## config.mk

```make
export PLATFORM = sky130hd
export DESIGN_NAME = qpot_i2c_slave
export DESIGN_NICKNAME = d
export VERILOG_FILES = /design/src/core/qpot_pkg.sv /design/src/core/qpot_i2c_slave.sv
export SDC_FILE = /design/constraint.sdc
export NUM_CORES = 1
export LEC_CHECK = 0
export ABC_AREA = 1
export BUFFER_PORTS_ARGS = -buffer_cell sky130_fd_sc_hd__buf_2
export CORE_MARGIN = 4
export CORE_UTILIZATION = 35
export CTS_BUF_LIST = sky130_fd_sc_hd__clkbuf_4 sky130_fd_sc_hd__clkbuf_8
export CTS_CLUSTER_DIAMETER = 60
export DETAILED_ROUTE_END_ITERATION = 8
export GPL_ROUTABILITY_DRIVEN = 0
export GPL_TIMING_DRIVEN = 1
export SLEW_MARGIN = 15
export SYNTH_ARGS = -nofsm -noshare
export SYNTH_HDL_FRONTEND = slang
export SYNTH_SLANG_ARGS = --single-unit
```

## constraint.sdc

```tcl
create_clock -name CLK_SYS_IN -period 6.2 [get_ports CLK_SYS_IN]
set_input_delay 0.31 -clock CLK_SYS_IN [delete_from_list [all_inputs] [get_ports CLK_SYS_IN]]
set_output_delay 0.31 -clock CLK_SYS_IN [all_outputs]
set_load 0.01 [all_outputs]
```

## src/core/qpot_pkg.sv

```systemverilog
// constants and types for the quad pot two-wire slave
package qpot_pkg;
	localparam int CLK_HZ = 10000000;
	localparam int NV_PROGRAM_TIME_MS = 5;
	localparam int NV_PROGRAM_CYCLES = (CLK_HZ / 1000) * NV_PROGRAM_TIME_MS;
	// device type code: arbitrary neutral value
	localparam logic [3:0] DEV_TYPE_CODE = 4'ha;
	localparam logic [3:0] OP_READ_WIPER = 4'h9;
	localparam logic [3:0] OP_WRITE_WIPER = 4'ha;
	localparam logic [3:0] OP_READ_SETTING = 4'hb;
	localparam logic [3:0] OP_WRITE_SETTING = 4'hc;
	localparam logic [3:0] OP_TRANSFER_TO_WIPER = 4'hd;
	localparam logic [3:0] OP_TRANSFER_TO_SETTING = 4'he;
	localparam logic [3:0] OP_ALL_TRANSFER_TO_WIPER = 4'h1;
	localparam logic [3:0] OP_ALL_TRANSFER_TO_SETTING = 4'h8;
	localparam logic [3:0] OP_INC_DEC = 4'h2;
	localparam logic [5:0] WIPER_MAX = 6'h3f;
	localparam logic [5:0] WIPER_MIN = 6'h00;
	localparam logic [5:0] SETTING_RESET = 6'h20;
	localparam logic [3:0] BIT_LAST = 4'h7;
	localparam logic [3:0] BIT_ACK = 4'h8;
	// count before the first bit: the clock fall that follows a start wraps it to zero
	localparam logic [3:0] BIT_PRE = 4'hf;
	typedef enum {ST_IDLE, ST_ADDR, ST_INSTR, ST_DATA, ST_READ, ST_INCDEC, ST_WAIT_STOP} qpot_state_t;
endpackage

```

## src/core/qpot_i2c_slave.sv

```systemverilog
// two-wire slave controller for a quad digital pot with stored settings
`timescale 1ns/1ps

// What this block does
// RQ1 - after a stored-setting write stop, stay off the bus for the program time
// RQ2 - start is data falling with clock high; ignore the bus until one is seen
// RQ3 - stop is data rising with clock high and ends the operation
// RQ4 - data changing while clock is high is taken as start or stop
// RQ5 - master makes every clock; this block only samples the clock line
// RQ6 - master starts a new transfer only while the bus is idle
// RQ7 - first byte is the address: type code high nibble, device select low
// RQ8 - low address nibble must equal the strap pins to go on
// RQ9 - acknowledge a matching address, stay silent otherwise
// RQ10 - acknowledge by pulling data low during the ninth clock
// RQ11 - acknowledge the instruction byte and the data byte of a write
// RQ12 - read sends eight bits, samples ack, continues on ack, else waits stop
// RQ13 - write is address, instruction, data then stop; stop starts programming
// RQ14 - instruction has opcode high nibble, pot select, then setting select
// RQ15 - setting select 00,01,10,11 picks settings zero to three
// RQ16 - while programming withhold address ack, acknowledge once finished
// RQ17 - four 6-bit wiper registers, each decoded to one of 64 taps
// RQ18 - wipers change only by write, transfer, step or power-up recall
// RQ19 - at power-up load each wiper from its stored setting zero
// RQ20 - four 6-bit stored settings per pot, readable, writable, transferable
// RQ21 - any stored-setting change is a nonvolatile operation
// RQ22 - nine opcodes with read and write as three-byte sequences
// RQ23 - after inc/dec ack, each clock steps the wiper up if data high else down
// RQ24 - sample bus lines on the system clock and detect edges from samples
// RQ25 - a counter ends the busy period within the program time
module qpot_i2c_slave
	import qpot_pkg::*;
#(
	parameter int NV_CYCLES = qpot_pkg::NV_PROGRAM_CYCLES
)
(
	// clock and reset
	input wire logic CLK_SYS_IN,
	input wire logic SRST_IN,
	// two-wire bus
	input wire logic SCL_IN,
	input wire logic SDA_IN,
	output logic SDA_OUT,
	output logic SDA_OE_N_OUT,
	// address straps
	input wire logic [3:0] ADDRESS_STRAP_PINS_IN,
	// tap selection, one-hot per pot
	output logic [63:0] TAP_SEL0_OUT,
	output logic [63:0] TAP_SEL1_OUT,
	output logic [63:0] TAP_SEL2_OUT,
	output logic [63:0] TAP_SEL3_OUT,
	// status
	output logic NV_BUSY_OUT
);
	import qpot_pkg::*;

	// ----------------------------------------
	// input synchronisers
	// ----------------------------------------
	logic [2:0] scl_sync_reg, scl_sync_next;
	logic [2:0] sda_sync_reg, sda_sync_next;
	logic scl_reg, scl_next, sda_reg, sda_next;
	logic [3:0] strap_s1_reg, strap_s2_reg, strap_s3_reg, strap_reg, strap_next;

	always_comb
	begin
		scl_sync_next = {scl_sync_reg[1:0], SCL_IN}; // [RQ24]
		sda_sync_next = {sda_sync_reg[1:0], SDA_IN};
		scl_next = (scl_sync_reg[1] == scl_sync_reg[2]) ? scl_sync_reg[2] : scl_reg;
		sda_next = (sda_sync_reg[1] == sda_sync_reg[2]) ? sda_sync_reg[2] : sda_reg;
		strap_next = (strap_s2_reg == strap_s3_reg) ? strap_s3_reg : strap_reg;
	end

	always_ff @(posedge CLK_SYS_IN)
	begin
		if (SRST_IN)
		begin
			scl_sync_reg <= 3'h7;
			sda_sync_reg <= 3'h7;
			scl_reg <= 1'b1;
			sda_reg <= 1'b1;
			strap_s1_reg <= 4'h0;
			strap_s2_reg <= 4'h0;
			strap_s3_reg <= 4'h0;
			strap_reg <= 4'h0;
		end
		else
		begin
			scl_sync_reg <= scl_sync_next;
			sda_sync_reg <= sda_sync_next;
			scl_reg <= scl_next;
			sda_reg <= sda_next;
			strap_s1_reg <= ADDRESS_STRAP_PINS_IN;
			strap_s2_reg <= strap_s1_reg;
			strap_s3_reg <= strap_s2_reg;
			strap_reg <= strap_next;
		end
	end

	logic scl_rise, scl_fall, start_det, stop_det;
	// a data change with clock high is never data, only start or stop
	assign scl_rise = scl_next & ~scl_reg;
	assign scl_fall = ~scl_next & scl_reg;
	assign start_det = scl_reg & scl_next & sda_reg & ~sda_next; // [RQ2] [RQ4]
	assign stop_det = scl_reg & scl_next & ~sda_reg & sda_next; // [RQ3] [RQ4]

	// ----------------------------------------
	// protocol engine and registers
	// ----------------------------------------
	qpot_state_t state_reg, state_next;
	logic [3:0] bit_cnt_reg, bit_cnt_next;
	logic [7:0] shift_reg, shift_next;
	logic [7:0] instr_reg, instr_next;
	logic sda_low_reg, sda_low_next;
	logic nv_pend_reg, nv_pend_next;
	logic [31:0] busy_cnt_reg, busy_cnt_next;
	logic recall_reg, recall_next;
	logic [5:0] wiper_reg [4];
	logic [5:0] wiper_next [4];
	logic [5:0] setting_reg [16];
	logic [5:0] setting_next [16];

	logic [3:0] opcode;
	logic [1:0] pot_sel, set_sel;
	logic busy;
	assign opcode = instr_reg[7:4]; // [RQ14]
	assign pot_sel = instr_reg[3:2];
	assign set_sel = instr_reg[1:0]; // [RQ15]
	assign busy = (busy_cnt_reg != 32'h0);

	always_comb
	begin
		state_next = state_reg;
		bit_cnt_next = bit_cnt_reg;
		shift_next = shift_reg;
		instr_next = instr_reg;
		sda_low_next = sda_low_reg;
		nv_pend_next = nv_pend_reg;
		recall_next = 1'b0;
		busy_cnt_next = busy ? busy_cnt_reg - 32'h1 : busy_cnt_reg; // [RQ25]
		wiper_next = wiper_reg;
		setting_next = setting_reg;
		if (recall_reg)
		begin
			for (int p = 0; p < 4; p++)
				wiper_next[p] = setting_reg[p * 4]; // [RQ19]
		end
		if (stop_det)
		begin
			state_next = ST_IDLE; // [RQ3]
			sda_low_next = 1'b0;
			if (nv_pend_reg)
			begin
				busy_cnt_next = 32'(NV_CYCLES); // [RQ1] [RQ13] [RQ21]
				nv_pend_next = 1'b0;
			end
		end
		else if (start_det)
		begin
			// while programming the bus is ignored, so polls see no ack
			state_next = busy ? ST_IDLE : ST_ADDR; // [RQ1] [RQ16] [RQ2]
			bit_cnt_next = BIT_PRE;
			sda_low_next = 1'b0;
			nv_pend_next = 1'b0;
		end
		else
		begin
			case (state_reg)
				ST_IDLE:
				begin
					sda_low_next = 1'b0;
				end
				ST_ADDR, ST_INSTR, ST_DATA:
				begin
					if (scl_rise && bit_cnt_reg <= BIT_LAST)
						shift_next = {shift_reg[6:0], sda_reg};
					if (scl_fall)
					begin
						if (bit_cnt_reg == BIT_LAST)
						begin
							bit_cnt_next = BIT_ACK;
							if (state_reg == ST_ADDR)
							begin
								// [RQ7] [RQ8] [RQ9]
								if (shift_reg[7:4] == DEV_TYPE_CODE && shift_reg[3:0] == strap_reg)
									sda_low_next = 1'b1; // [RQ10]
								else
									state_next = ST_WAIT_STOP;
							end
							else
								sda_low_next = 1'b1; // [RQ11]
						end
						else if (bit_cnt_reg == BIT_ACK)
						begin
							sda_low_next = 1'b0;
							bit_cnt_next = 4'h0;
							case (state_reg)
								ST_ADDR:
								begin
									state_next = ST_INSTR;
								end
								ST_INSTR:
								begin
									instr_next = shift_reg;
									state_next = ST_DATA; // [RQ22]
									case (shift_reg[7:4])
										// read bytes start with a zero msb, so the line goes low at once
										OP_READ_WIPER:
										begin
											state_next = ST_READ; // [RQ12]
											shift_next = {2'b00, wiper_reg[shift_reg[3:2]]};
											sda_low_next = 1'b1;
										end
										OP_READ_SETTING:
										begin
											state_next = ST_READ; // [RQ12]
											shift_next = {2'b00, setting_reg[shift_reg[3:0]]};
											sda_low_next = 1'b1;
										end
										OP_TRANSFER_TO_WIPER:
										begin
											wiper_next[shift_reg[3:2]] = setting_reg[{shift_reg[3:2], shift_reg[1:0]}]; // [RQ18]
											state_next = ST_WAIT_STOP;
										end
										OP_TRANSFER_TO_SETTING:
										begin
											setting_next[{shift_reg[3:2], shift_reg[1:0]}] = wiper_reg[shift_reg[3:2]]; // [RQ20]
											nv_pend_next = 1'b1;
											state_next = ST_WAIT_STOP;
										end
										OP_ALL_TRANSFER_TO_WIPER:
										begin
											for (int p = 0; p < 4; p++)
												wiper_next[p] = setting_reg[p * 4 + int'(shift_reg[1:0])];
											state_next = ST_WAIT_STOP;
										end
										OP_ALL_TRANSFER_TO_SETTING:
										begin
											for (int p = 0; p < 4; p++)
												setting_next[p * 4 + int'(shift_reg[1:0])] = wiper_reg[p];
											nv_pend_next = 1'b1;
											state_next = ST_WAIT_STOP;
										end
										OP_INC_DEC:
										begin
											state_next = ST_INCDEC; // [RQ23]
										end
										default:
										begin
											state_next = ST_DATA;
										end
									endcase
								end
								default:
								begin
									state_next = ST_WAIT_STOP;
									if (opcode == OP_WRITE_WIPER)
										wiper_next[pot_sel] = shift_reg[5:0]; // [RQ18]
									else if (opcode == OP_WRITE_SETTING)
									begin
										setting_next[{pot_sel, set_sel}] = shift_reg[5:0]; // [RQ20] [RQ21]
										nv_pend_next = 1'b1;
									end
								end
							endcase
						end
						else
							bit_cnt_next = bit_cnt_reg + 4'h1;
					end
				end
				ST_READ:
				begin
					// read returns the selected wiper or stored setting, msbs of the byte are zero
					if (scl_rise && bit_cnt_reg == BIT_ACK && sda_reg)
						state_next = ST_WAIT_STOP; // [RQ12]
					if (scl_fall)
					begin
						if (bit_cnt_reg == BIT_LAST)
						begin
							bit_cnt_next = BIT_ACK;
							sda_low_next = 1'b0; // [RQ12]
						end
						else if (bit_cnt_reg == BIT_ACK)
						begin
							bit_cnt_next = 4'h0;
							if (opcode == OP_READ_SETTING)
								shift_next = {2'b00, setting_reg[{pot_sel, set_sel}]};
							else
								shift_next = {2'b00, wiper_reg[pot_sel]};
							sda_low_next = 1'b1;
						end
						else
						begin
							bit_cnt_next = bit_cnt_reg + 4'h1;
							shift_next = {shift_reg[6:0], 1'b0};
							sda_low_next = ~shift_reg[6];
						end
					end
				end
				ST_INCDEC:
				begin
					if (scl_rise)
					begin
						if (sda_reg && wiper_reg[pot_sel] != WIPER_MAX)
							wiper_next[pot_sel] = wiper_reg[pot_sel] + 6'h01; // [RQ23]
						else if (!sda_reg && wiper_reg[pot_sel] != WIPER_MIN)
							wiper_next[pot_sel] = wiper_reg[pot_sel] - 6'h01; // [RQ23]
					end
				end
				ST_WAIT_STOP:
				begin
					sda_low_next = 1'b0;
				end
				default:
				begin
					state_next = ST_IDLE;
				end
			endcase
		end
	end

	always_ff @(posedge CLK_SYS_IN)
	begin
		if (SRST_IN)
		begin
			state_reg <= ST_IDLE;
			bit_cnt_reg <= 4'h0;
			shift_reg <= 8'h00;
			instr_reg <= 8'h00;
			sda_low_reg <= 1'b0;
			nv_pend_reg <= 1'b0;
			busy_cnt_reg <= 32'h0;
			recall_reg <= 1'b1;
			wiper_reg <= '{default: WIPER_MIN};
			// the model cannot keep settings across reset, they restart here
			setting_reg <= '{default: SETTING_RESET};
		end
		else
		begin
			state_reg <= state_next;
			bit_cnt_reg <= bit_cnt_next;
			shift_reg <= shift_next;
			instr_reg <= instr_next;
			sda_low_reg <= sda_low_next;
			nv_pend_reg <= nv_pend_next;
			busy_cnt_reg <= busy_cnt_next;
			recall_reg <= recall_next;
			wiper_reg <= wiper_next;
			setting_reg <= setting_next;
		end
	end

	// ----------------------------------------
	// outputs
	// ----------------------------------------
	// open drain: only ever drive low, and never drive the clock [RQ5]
	assign SDA_OUT = 1'b0;
	assign SDA_OE_N_OUT = ~sda_low_reg;
	assign NV_BUSY_OUT = busy;

	logic [63:0] tap_sel [4];
	genvar g;
	generate
		for (g = 0; g < 4; g++)
		begin : g_tap
			assign tap_sel[g] = 64'h1 << wiper_reg[g]; // [RQ17]
		end
	endgenerate
	assign TAP_SEL0_OUT = tap_sel[0];
	assign TAP_SEL1_OUT = tap_sel[1];
	assign TAP_SEL2_OUT = tap_sel[2];
	assign TAP_SEL3_OUT = tap_sel[3];
endmodule

```

Word-level counts from Yosys, hierarchy flattened
Cells that the tools add are included.
- memory bits (writable): 0
- bits in latches: 0
- register bits: 231
- logic and storage cells: 282
- memory bits (read-only): 0
- memories kept: 0
- reductions and logical operators: 39
- $lt $le $gt $ge: 17
- div/mod/pow operators: 0
- bitwise operators: 25
- add/sub/neg operators: 7
- equal/unequal tests: 39
- muxes and demuxes: 115
- shift-type cells: 4
- multipliers: 0
- operators by type and width (operator ; count):
    bitwise mux 96 bit ; 6
    case mux 96 bit (2 select lines) ; 2
    two-way mux 32 bit ; 10
    left shift 1 x 6 -> 64 bit (first input constant) ; 4
    two-way mux 24 bit ; 10
    two-way mux 96 bit ; 2
    two-way mux 6 bit ; 25
    binary-select mux 6 bit (select 4 bit) ; 6
    demux 6 bit (select 4 bit) ; 6
    case mux 24 bit (2 select lines) ; 3
    >= comparator 32 x 5 -> 1 bit (second input constant) ; 4
    < comparator 32 x 1 -> 1 bit (second input constant) ; 4
    bitwise mux 24 bit ; 4
    equality test 32 x 2 -> 1 bit (second input constant) ; 3
    equality test 32 x 3 -> 1 bit (second input constant) ; 3
    case mux 32 bit (3 select lines) ; 1
    two-way mux 8 bit ; 8
    inverter 5 -> 32 bit ; 2
    equality test 4 bit (second input constant) ; 10
    equality test 32 x 1 -> 1 bit (second input constant) ; 1
    logical NOT 32 bit ; 1
    inverter 2 -> 32 bit ; 1
    inverter 4 -> 32 bit ; 1
    case mux 8 bit (2 select lines) ; 2
    other kinds (49) ; 127

Longest topological paths before layout
Gate-level depths: netlist (run 1).
- depth after elaboration: 14
- depth in mapped cells: 20
- mapped depth without buffers: 18

Least setup slack after synthesis (run 1)
OpenSTA, ideal clock, no wires.
- path type: reg2reg
- start point: register instr_reg[3]
- end point: register wiper_reg[8] in the netlist's numbering
- path slack: 3.910 ns
- data arrival time: 2.177 ns
- setup time: 0.113 ns
- stages on the path, launching flop included: 20
- data required time: 6.087 ns
- path buffers: 3
- cell sequence: dfxtp_1 > buf_4 > nor2_2 > buf_4 > nand2_1 > o21ai_2 > nor2_4 > inv_2 > ha_1 > nand2_1 > nor2_1 > nand3_1 > nand2_1 > buf_4 > nor2_1 > nor2_1 > nand2_1 > o21ai_1 > nand2_1 > nand2_1
- longest elaborated chain between the ends: 14
- elaborated cells on any way between the ends: 29
- those cells by class: add/sub (2); order compare (2); eq/ne (1); mux (19); bitwise (1); reduce/logical (4)
- ends and longest elaborated chain (item ; RTL line ; source):
    start, declared ; qpot_i2c_slave.sv:112 ; logic [7:0] instr_reg, instr_next;
    start signal, assigned ; qpot_i2c_slave.sv:342 ; instr_reg <= instr_next;
    inverter 2 -> 3 bit (not written as such) (*) ; n/a ;
    >= comparator 3 bit (not written as such) / < comparator 3 x 1 -> 1 bit (equally long branches) ; qpot_i2c_slave.sv:257, qpot_i2c_slave.sv:304, qpot_i2c_slave.sv:306 ;
    logical AND 1 bit (not written as such) ; qpot_i2c_slave.sv:257, qpot_i2c_slave.sv:304, qpot_i2c_slave.sv:306 ;
    two-way mux 6 bit (not written as such) ; qpot_i2c_slave.sv:257, qpot_i2c_slave.sv:304, qpot_i2c_slave.sv:306 ;
    demux 6 bit (select 2 bit) ; qpot_i2c_slave.sv:257, qpot_i2c_slave.sv:304, qpot_i2c_slave.sv:306 ;
    bitwise mux 24 bit ; qpot_i2c_slave.sv:257 ; wiper_next[pot_sel] = shift_reg[5:0];
    two-way mux 24 bit ; qpot_i2c_slave.sv:256 ; if (opcode == OP_WRITE_WIPER)
    case mux 24 bit (2 select lines) ; qpot_i2c_slave.sv:196 ; case (state_reg)
    two-way mux 24 bit ; qpot_i2c_slave.sv:192 ; else if (bit_cnt_reg == BIT_ACK)
    two-way mux 24 bit ; qpot_i2c_slave.sv:178 ; if (bit_cnt_reg == BIT_LAST)
    two-way mux 24 bit ; qpot_i2c_slave.sv:176 ; if (scl_fall)
    case mux 24 bit (2 select lines) (*) ; qpot_i2c_slave.sv:167 ; case (state_reg)
    two-way mux 24 bit (*) ; qpot_i2c_slave.sv:157 ; else if (start_det)
    two-way mux 24 bit (*) ; qpot_i2c_slave.sv:147 ; if (stop_det)
    end signal, assigned ; qpot_i2c_slave.sv:347 ; wiper_reg <= wiper_next;
    end, declared ; qpot_i2c_slave.sv:117 ; logic [5:0] wiper_reg [4];
Every way passes the cells marked *; elsewhere a longest branch is shown, timed or not. The select of a mux whose other input is x is not followed.
A chain may end at the register's enable or synchronous reset.

Worst setup path after layout (run 1)
- start point: register instr_reg[2]
- end point: register wiper_reg[18] in the netlist's numbering
Same word-level chain as after synthesis.

==> impl_metrics.py, run 1 <==
metrics = {
    "timing": {
        "fin_worst_skew_ns": 0.0662,
        "hold_viol": 0,
        "setup_violations": 0,
        "holdWs_ns": 0.352,
        "fmax_ghz": 0.250,
        "period_needed_ns": 4.01,
        "rsz0062_at_grt": "false",
        "tns_ns": 0,
        "finalMaxSlewViolations": 0,
        "relSlewSlack": 0.163,
        "tightest_slew_ns": 1.25,
        "period_share": 0.646,
    },
    "critical_path": {
        "crit_end": "wiper_reg[18]",
        "path_depth": 17,
        "path_class": "reg -> reg",
        "critPathBufInv": 2,
        "crit_start": "instr_reg[2]",
        "critPathLaunchType": "flop",
        "path_delay_family": "simple AND/OR/NAND/NOR gates",
        "endpoint_kind": "flop",
        "slowest_stage": "nor2_2",
        "crit_top_cell": "nand2_1",
        "cpPeakStageDelay_ns": 0.78,
        "cp.required_ns": 6.71,
        "rr_worst_depth": 17,
        "cp_max_fo": 22,
        "arrival_ns": 4.52,
        "r2r_end": "wiper_reg[18]",
        "r2r-start": "instr_reg[2]",
        "rrSetupSlack_ns": 2.19,
        "path_cells": "nor2_2 > nand2_1 > o21ai_2 > nor2_4 > inv_2 > ha_1 > nand2_1 > nor2_1 > nand3_1 > nand2_1 > buf_4 > nand2_1 > nand2_1 > nand2_1 > nand2_1 > nand2_1 > a21oi_1",
    },
    "power": {
        "leakagePower_nw": 8.73,
        "internal-power_w": 0.00282,
        "p_seq_frac": 0.340,
        "power_density_nw_per_um2": 226,
        "p_comb_frac": 0.276,
        "switching_power_w": 0.00159,
        "clockPowerShare": 0.383,
        "vdd_drop_max_mv": 0.170,
        "power_switching_share": 0.360,
    },
    "die": {
        "num_rows": 80,
        "initial_core_util": 0.355,
        "io_pins": 267,
        "fp.dieW_um": 228,
        "coreArea_um2": 47800,
        "die_h_um": 228,
        "die-area_um2": 52100,
    },
    "layout": {
        "fillers": 5248,
        "layout_common_cells": "nand2_1 (651), nor2_1 (467), buf_2 (265)",
        "nNetsFinal": 3091,
        "final_common_cell": "nand2_1",
        "syn_to_final_growth_pct": 14.9,
        "drive_gt1_frac": 0.153,
        "largest_register_ffs": 96,
        "fin_area_um2": 19500,
        "stdcell_count": 3722,
    },
    "clock_tree": {
        "cts_tree": "built",
        "cts_buffers": 42,
        "post_cts_buffers": 0,
        "post_cts_resized": 0,
        "clkSlewWorstSetupHoldPaths_ns": 0.06,
        "clk_path_buf_depth": 3,
        "clk_latency_ns": 0.64,
        "htreeDepth": 2,
        "clock_sinks": 202,
        "cts-root-buf": "clkbuf_8",
    },
    "yosys": {
        "netlist_area_um2": 17000,
        "netlist.top_cell.by_area": "dfxtp_1",
        "synthArstFlopShare": 0,
        "ys_types": 54,
        "synth_flop_cell": "dfxtp_1",
        "synth_top_area_frac": 0.238,
        "synthCells": 2927,
        "synth_area_leaders": "dfxtp_1 (24%), nand2_1 (14%), nor2_1 (10%)",
        "seq_area_frac_synth": 0.238,
        "avgSynthCellArea_um2": 5.80,
        "yosys_warnings": 0,
        "synth-seq-cells": 202,
        "syn-num-nets": 2942,
        "synth_edf_count": 0,
    },
    "detailed_routing": {
        "vias": 22200,
        "drt.antenna.violating_nets": 0,
        "wire_per_inst_um": 21.8,
        "first_pass_iters": 6,
        "drc": 0,
        "vias_per_cell": 5.96,
        "drt-initial-drc-count": 3438,
        "routed_wl_um": 81000,
    },
    "place": {
        "io_buffers": 265,
        "dp_hpwl_um": 57000,
        "dp_cells": 3641,
        "place_area_um2": 18500,
    },
    "status": {
        "status": "finished clean",
    },
    "global_routing": {
        "grt_pass1_vias": 19800,
        "gr-total-overflow": 0,
        "grt_pass1_wl_um": 121000,
        "antenna_found_initial": 3,
        "grt_usage": 0.291,
        "grt_max_degree": 91,
    },
    "worst_hold_path": {
        "hold_class": "in -> reg",
    },
    "flow_run": {
        "cap_violations": 0,
    },
}
==> layer usage <==
| metal | up-vias | part of all wire | wire, um | global-route usage |
|---|---|---|---|---|
| met4 | 4 | 0.065 | 5300 | 0.155 |
| li1 | 10200 | - | - | - |
| met3 | 399 | 0.14 | 11400 | 0.101 |
| met2 | 1609 | 0.41 | 33000 | 0.422 |
| met5 | - | 0.00027 | 22 | 0 |
| met1 | 9968 | 0.39 | 31300 | 0.379 |
==> final cells by class <==
type,instances,area [um^2],area share
multi-input cells,2279,11100,0.570
flip-flops and latches,202,4040,0.207
repair buffers,310,1680,0.0861
inverters,241,908,0.0466
clock buffers,60,776,0.0398
well taps,615,769,0.0395
clock inverters,14,201,0.0103
diodes,1,2.50,0.000128
==> how the worst min path moves through the flow <==
stage                          startpoint               to  slack (ns)  depth (start not counted)
after floorplan                   SRST_IN       recall_reg        0.34                          0
after global placement    strap_s1_reg[0]  strap_s2_reg[0]        0.40                          2
after detailed placement  strap_s1_reg[3]  strap_s2_reg[3]        0.40                          2
after CTS                         SRST_IN       recall_reg        0.28                          2
after global routing              SRST_IN       recall_reg        0.31                          2
final                             SRST_IN  strap_s1_reg[2]        0.35                          3
==> power by group through the flow <==
stage	sequential, W	combinational (W)	clock, W
6_report	0.00150	0.00122	0.00169
5_1_grt	0.00151	0.00138	0.00177
4_1_cts	0.00150	0.00121	0.00171
3_5_place_dp	0.00152	0.00120	0
3_3_place_gp	0.00153	0.00120	0
2_1_floorplan	0.00150	0.000936	0
==> stage by stage <==
stage          worst slack, ns  utilization  power, W
6_report                  2.19        0.408   0.00441
5_1_grt                   1.97        0.408   0.00466
4_1_cts                   2.41        0.408   0.00442
3_5_place_dp              2.45        0.386   0.00272
3_3_place_gp              2.56        0.386   0.00273
2_1_floorplan             3.91            -   0.00243
==> logic make-up after synthesis <==
kind of cell	synth area share
other	0.000221
buffers and inverters	0.108
flip-flops	0.238
AO/OA/AOI/OAI	0.233
XOR/XNOR	0.0170
adder cells (fa/ha/maj)	0.00516
AND/OR/NAND/NOR	0.399
==> worst register-to-register path: cells and delay by family (launching register included) <==
family	cells	cell delay [ns]
AO/OA/AOI/OAI	2	0.31
adder cells (fa/ha/maj)	1	0.22
buffers and inverters	2	0.45
flip-flops	1	0.51
AND/OR/NAND/NOR	12	2.39
==> what timing repair did <==
action,CTS,global route
hold endpoints to repair,6,0
hold buffers,6,0
endpoints found under the setup margin,0,0
==> Yosys cell counts (2+ instances only) <==
| cell | instances |
|---|---|
| a211oi_1 | 2 |
| nor2_1 | 469 |
| a21boi_0 | 5 |
| nor2_2 | 13 |
| xor2_1 | 21 |
| buf_1 | 26 |
| o22ai_1 | 107 |
| buf_2 | 42 |
| o21a_1 | 2 |
| a22oi_1 | 48 |
| o21ai_0 | 205 |
| o31ai_1 | 2 |
| a221oi_1 | 2 |
| dfxtp_1 | 202 |
| inv_1 | 203 |
| xnor2_1 | 12 |
| clkbuf_1 | 118 |
| o211ai_1 | 26 |
| nor4_1 | 7 |
| clkinv_1 | 13 |
| or2_2 | 15 |
| nand4_1 | 117 |
| nor3_2 | 7 |
| a21oi_1 | 238 |
| ha_1 | 7 |
| nand2_2 | 2 |
| nand3_1 | 156 |
| nand2_1 | 651 |
| nor4_2 | 2 |
| buf_4 | 13 |
| inv_2 | 24 |
| nor3_1 | 77 |
| o21ai_1 | 24 |
| o221ai_1 | 17 |
| a31oi_1 | 8 |
| nand2_4 | 4 |
| nor3_4 | 9 |
| nor2_4 | 10 |
| buf_6 | 5 |
| o21ai_2 | 2 |
No activity file was read; power rests on OpenSTA's default activity.
==> run 2, diff against run 1 <==
==> constraint.sdc (replaced) <==
create_clock -name CLK_SYS_IN -period 3.7 [get_ports CLK_SYS_IN]
set_input_delay 0.185 -clock CLK_SYS_IN [delete_from_list [all_inputs] [get_ports CLK_SYS_IN]]
set_output_delay 0.185 -clock CLK_SYS_IN [all_outputs]
set_load 0.01 [all_outputs]
==> impl_metrics.py, run 2 (same netlist as run 1, synthesis figures left out) <==
metrics = {
    "critical_path": {
        "path_class": "reg -> reg",
        "crit_top_cell": "nand2_1",
        "critPathLaunchType": "flop",
        "r2r_end": "wiper_reg[18]",
        "rrSetupSlack_ns": 0.62,
        "path_delay_family": "simple AND/OR/NAND/NOR gates",
        "arrival_ns": 3.60,
        "r2r-start": "instr_reg[2]",
        "endpoint_kind": "flop",
        "cp_max_fo": 19,
        "cp.required_ns": 4.22,
        "cpPeakStageDelay_ns": 0.71,
        "rr_worst_depth": 16,
        "critPathBufInv": 4,
        "slowest_stage": "dfxtp_1",
        "path_cells": "nand2_1 > buf_4 > inv_2 > nand2_1 > nand2_1 > nor2_4 > inv_2 > nand3_1 > nand2_1 > buf_4 > nand2_1 > nand2_1 > nand2_1 > nand2_1 > nand2_1 > a21oi_1",
    },
    "power": {
        "switching_power_w": 0.00264,
        "power_density_nw_per_um2": 367,
        "internal-power_w": 0.00464,
        "p_comb_frac": 0.282,
        "vdd_drop_max_mv": 0.263,
        "clockPowerShare": 0.372,
        "leakagePower_nw": 8.96,
        "p_seq_frac": 0.346,
        "power_switching_share": 0.362,
    },
    "clock_tree": {
        "clk_latency_ns": 0.65,
        "cts_tree": "built",
        "clk_path_buf_depth": 3,
        "cts_buffers": 41,
        "post_cts_resized": 0,
        "htreeDepth": 2,
        "cts-root-buf": "clkbuf_8",
        "clkSlewWorstSetupHoldPaths_ns": 0.06,
        "ctsHoldBuffers": 6,
        "clock_sinks": 202,
        "post_cts_buffers": 0,
    },
    "detailed_routing": {
        "drc": 0,
        "drt.antenna.violating_nets": 0,
        "wire_per_inst_um": 21.4,
        "drt-initial-drc-count": 3502,
        "routed_wl_um": 80800,
        "vias_per_cell": 5.89,
        "first_pass_iters": 7,
        "vias": 22200,
    },
    "die": {
        "num_rows": 80,
        "fp.dieW_um": 228,
        "die-area_um2": 52100,
        "die_h_um": 228,
        "initial_core_util": 0.355,
        "io_pins": 267,
        "coreArea_um2": 47800,
    },
    "timing": {
        "fin_ws_ns": 0.624,
        "hold_viol": 0,
        "period_share": 0.831,
        "tns_ns": 0,
        "setup_violations": 0,
        "period_needed_ns": 3.08,
        "fin_worst_skew_ns": 0.0669,
        "tightest_slew_ns": 1.11,
        "finalMaxSlewViolations": 0,
        "fmax_ghz": 0.325,
        "relSlewSlack": 0.258,
        "rsz0062_at_grt": "false",
    },
    "global_routing": {
        "grt_pass1_vias": 20100,
        "grt_pass1_wl_um": 122000,
        "grt_usage": 0.292,
        "grt_max_degree": 65,
        "gr-total-overflow": 0,
        "antenna_found_initial": 1,
    },
    "worst_hold_path": {
        "min_path_cells": 2,
        "hold_class": "in -> reg",
        "hold_end": "recall_reg",
        "worstHoldStart": "SRST_IN",
    },
    "status": {
        "status": "finished clean",
    },
    "layout": {
        "fillers": 5169,
        "layout_common_cells": "nand2_1 (651), nor2_1 (468), buf_2 (265)",
        "ff_latch_area_um2": 4040,
        "drive_gt1_frac": 0.166,
        "syn_to_final_growth_pct": 16.8,
        "largest_register_ffs": 96,
        "nNetsFinal": 3144,
        "multiInputGateArea_um2": 11100,
        "final_common_cell": "nand2_1",
    },
    "flow_run": {
        "cap_violations": 0,
    },
    "place": {
        "dp_hpwl_um": 58700,
        "pre_cts_slack_ns": 0.791,
        "io_buffers": 265,
    },
}
-- run 2: cell types whose count changed in the layout (fill, tap and decap cells not counted), sizes merged --
cell,change
buf,+54
bufinv,-1
clkbuf,+1
clkinv,-5
-- run 2: cell type report --
cell class / count / area share
clock buffer: 61 / 0.0389
multi-input combinational: 2279 / 0.560
antenna: 1 / 0.000126
timing repair buffer: 364 / 0.105
tap: 615 / 0.0388
sequential: 202 / 0.204
inverter: 241 / 0.0458
clock inverter: 8 / 0.00719
-- run 2: worst max-delay path by stage --
| stage | startpoint | slack [ns] | end | cells after the start |
|---|---|---|---|---|
| 2_1_floorplan | instr_reg[3] | 1.41 | wiper_reg[8] | 19 |
| 3_3_place_gp | instr_reg[2] | 0.85 | wiper_reg[2] | 14 |
| 3_5_place_dp | instr_reg[2] | 0.79 | wiper_reg[12] | 15 |
| 4_1_cts | instr_reg[2] | 0.77 | wiper_reg[12] | 16 |
| 5_1_grt | instr_reg[2] | 0.39 | wiper_reg[12] | 16 |
| 6_report | instr_reg[2] | 0.62 | wiper_reg[18] | 16 |
-- run 2: layer usage --
| layer | routed length (um) | share of wire | vias to the layer above | global-route usage |
|---|---|---|---|---|
| met2 | 32700 | 0.40 | 1543 | 0.423 |
| met4 | 4810 | 0.060 | 2 | 0.150 |
| met1 | 31900 | 0.39 | 10000 | 0.390 |
| met3 | 11400 | 0.14 | 351 | 0.0934 |
| li1 | - | - | 10300 | - |
| met5 | 19 | 0.00024 | - | 0 |
-- run 2: stage by stage --
stage	hold slack, ns	cell area (um^2)	instances	power [W]	utilization
5_1_grt	0.205	19800	3770	0.00768	0.415
2_1_floorplan	0.213	17000	2927	0.00408	-
3_3_place_gp	0.375	18900	3695	0.00458	0.394
6_report	0.218	19800	3771	0.00728	0.415
4_1_cts	0.168	19800	3770	0.00729	0.414
3_5_place_dp	0.376	18900	3695	0.00457	0.394
-- run 2: power groups by stage --
stage	logic (W)	clock network, W	registers (W)
after floorplan	0.00157	0	0.00251
after global placement	0.00202	0	0.00256
after detailed placement	0.00201	0	0.00256
after CTS	0.00203	0.00274	0.00252
after global routing	0.00231	0.00283	0.00254
final	0.00205	0.00271	0.00252
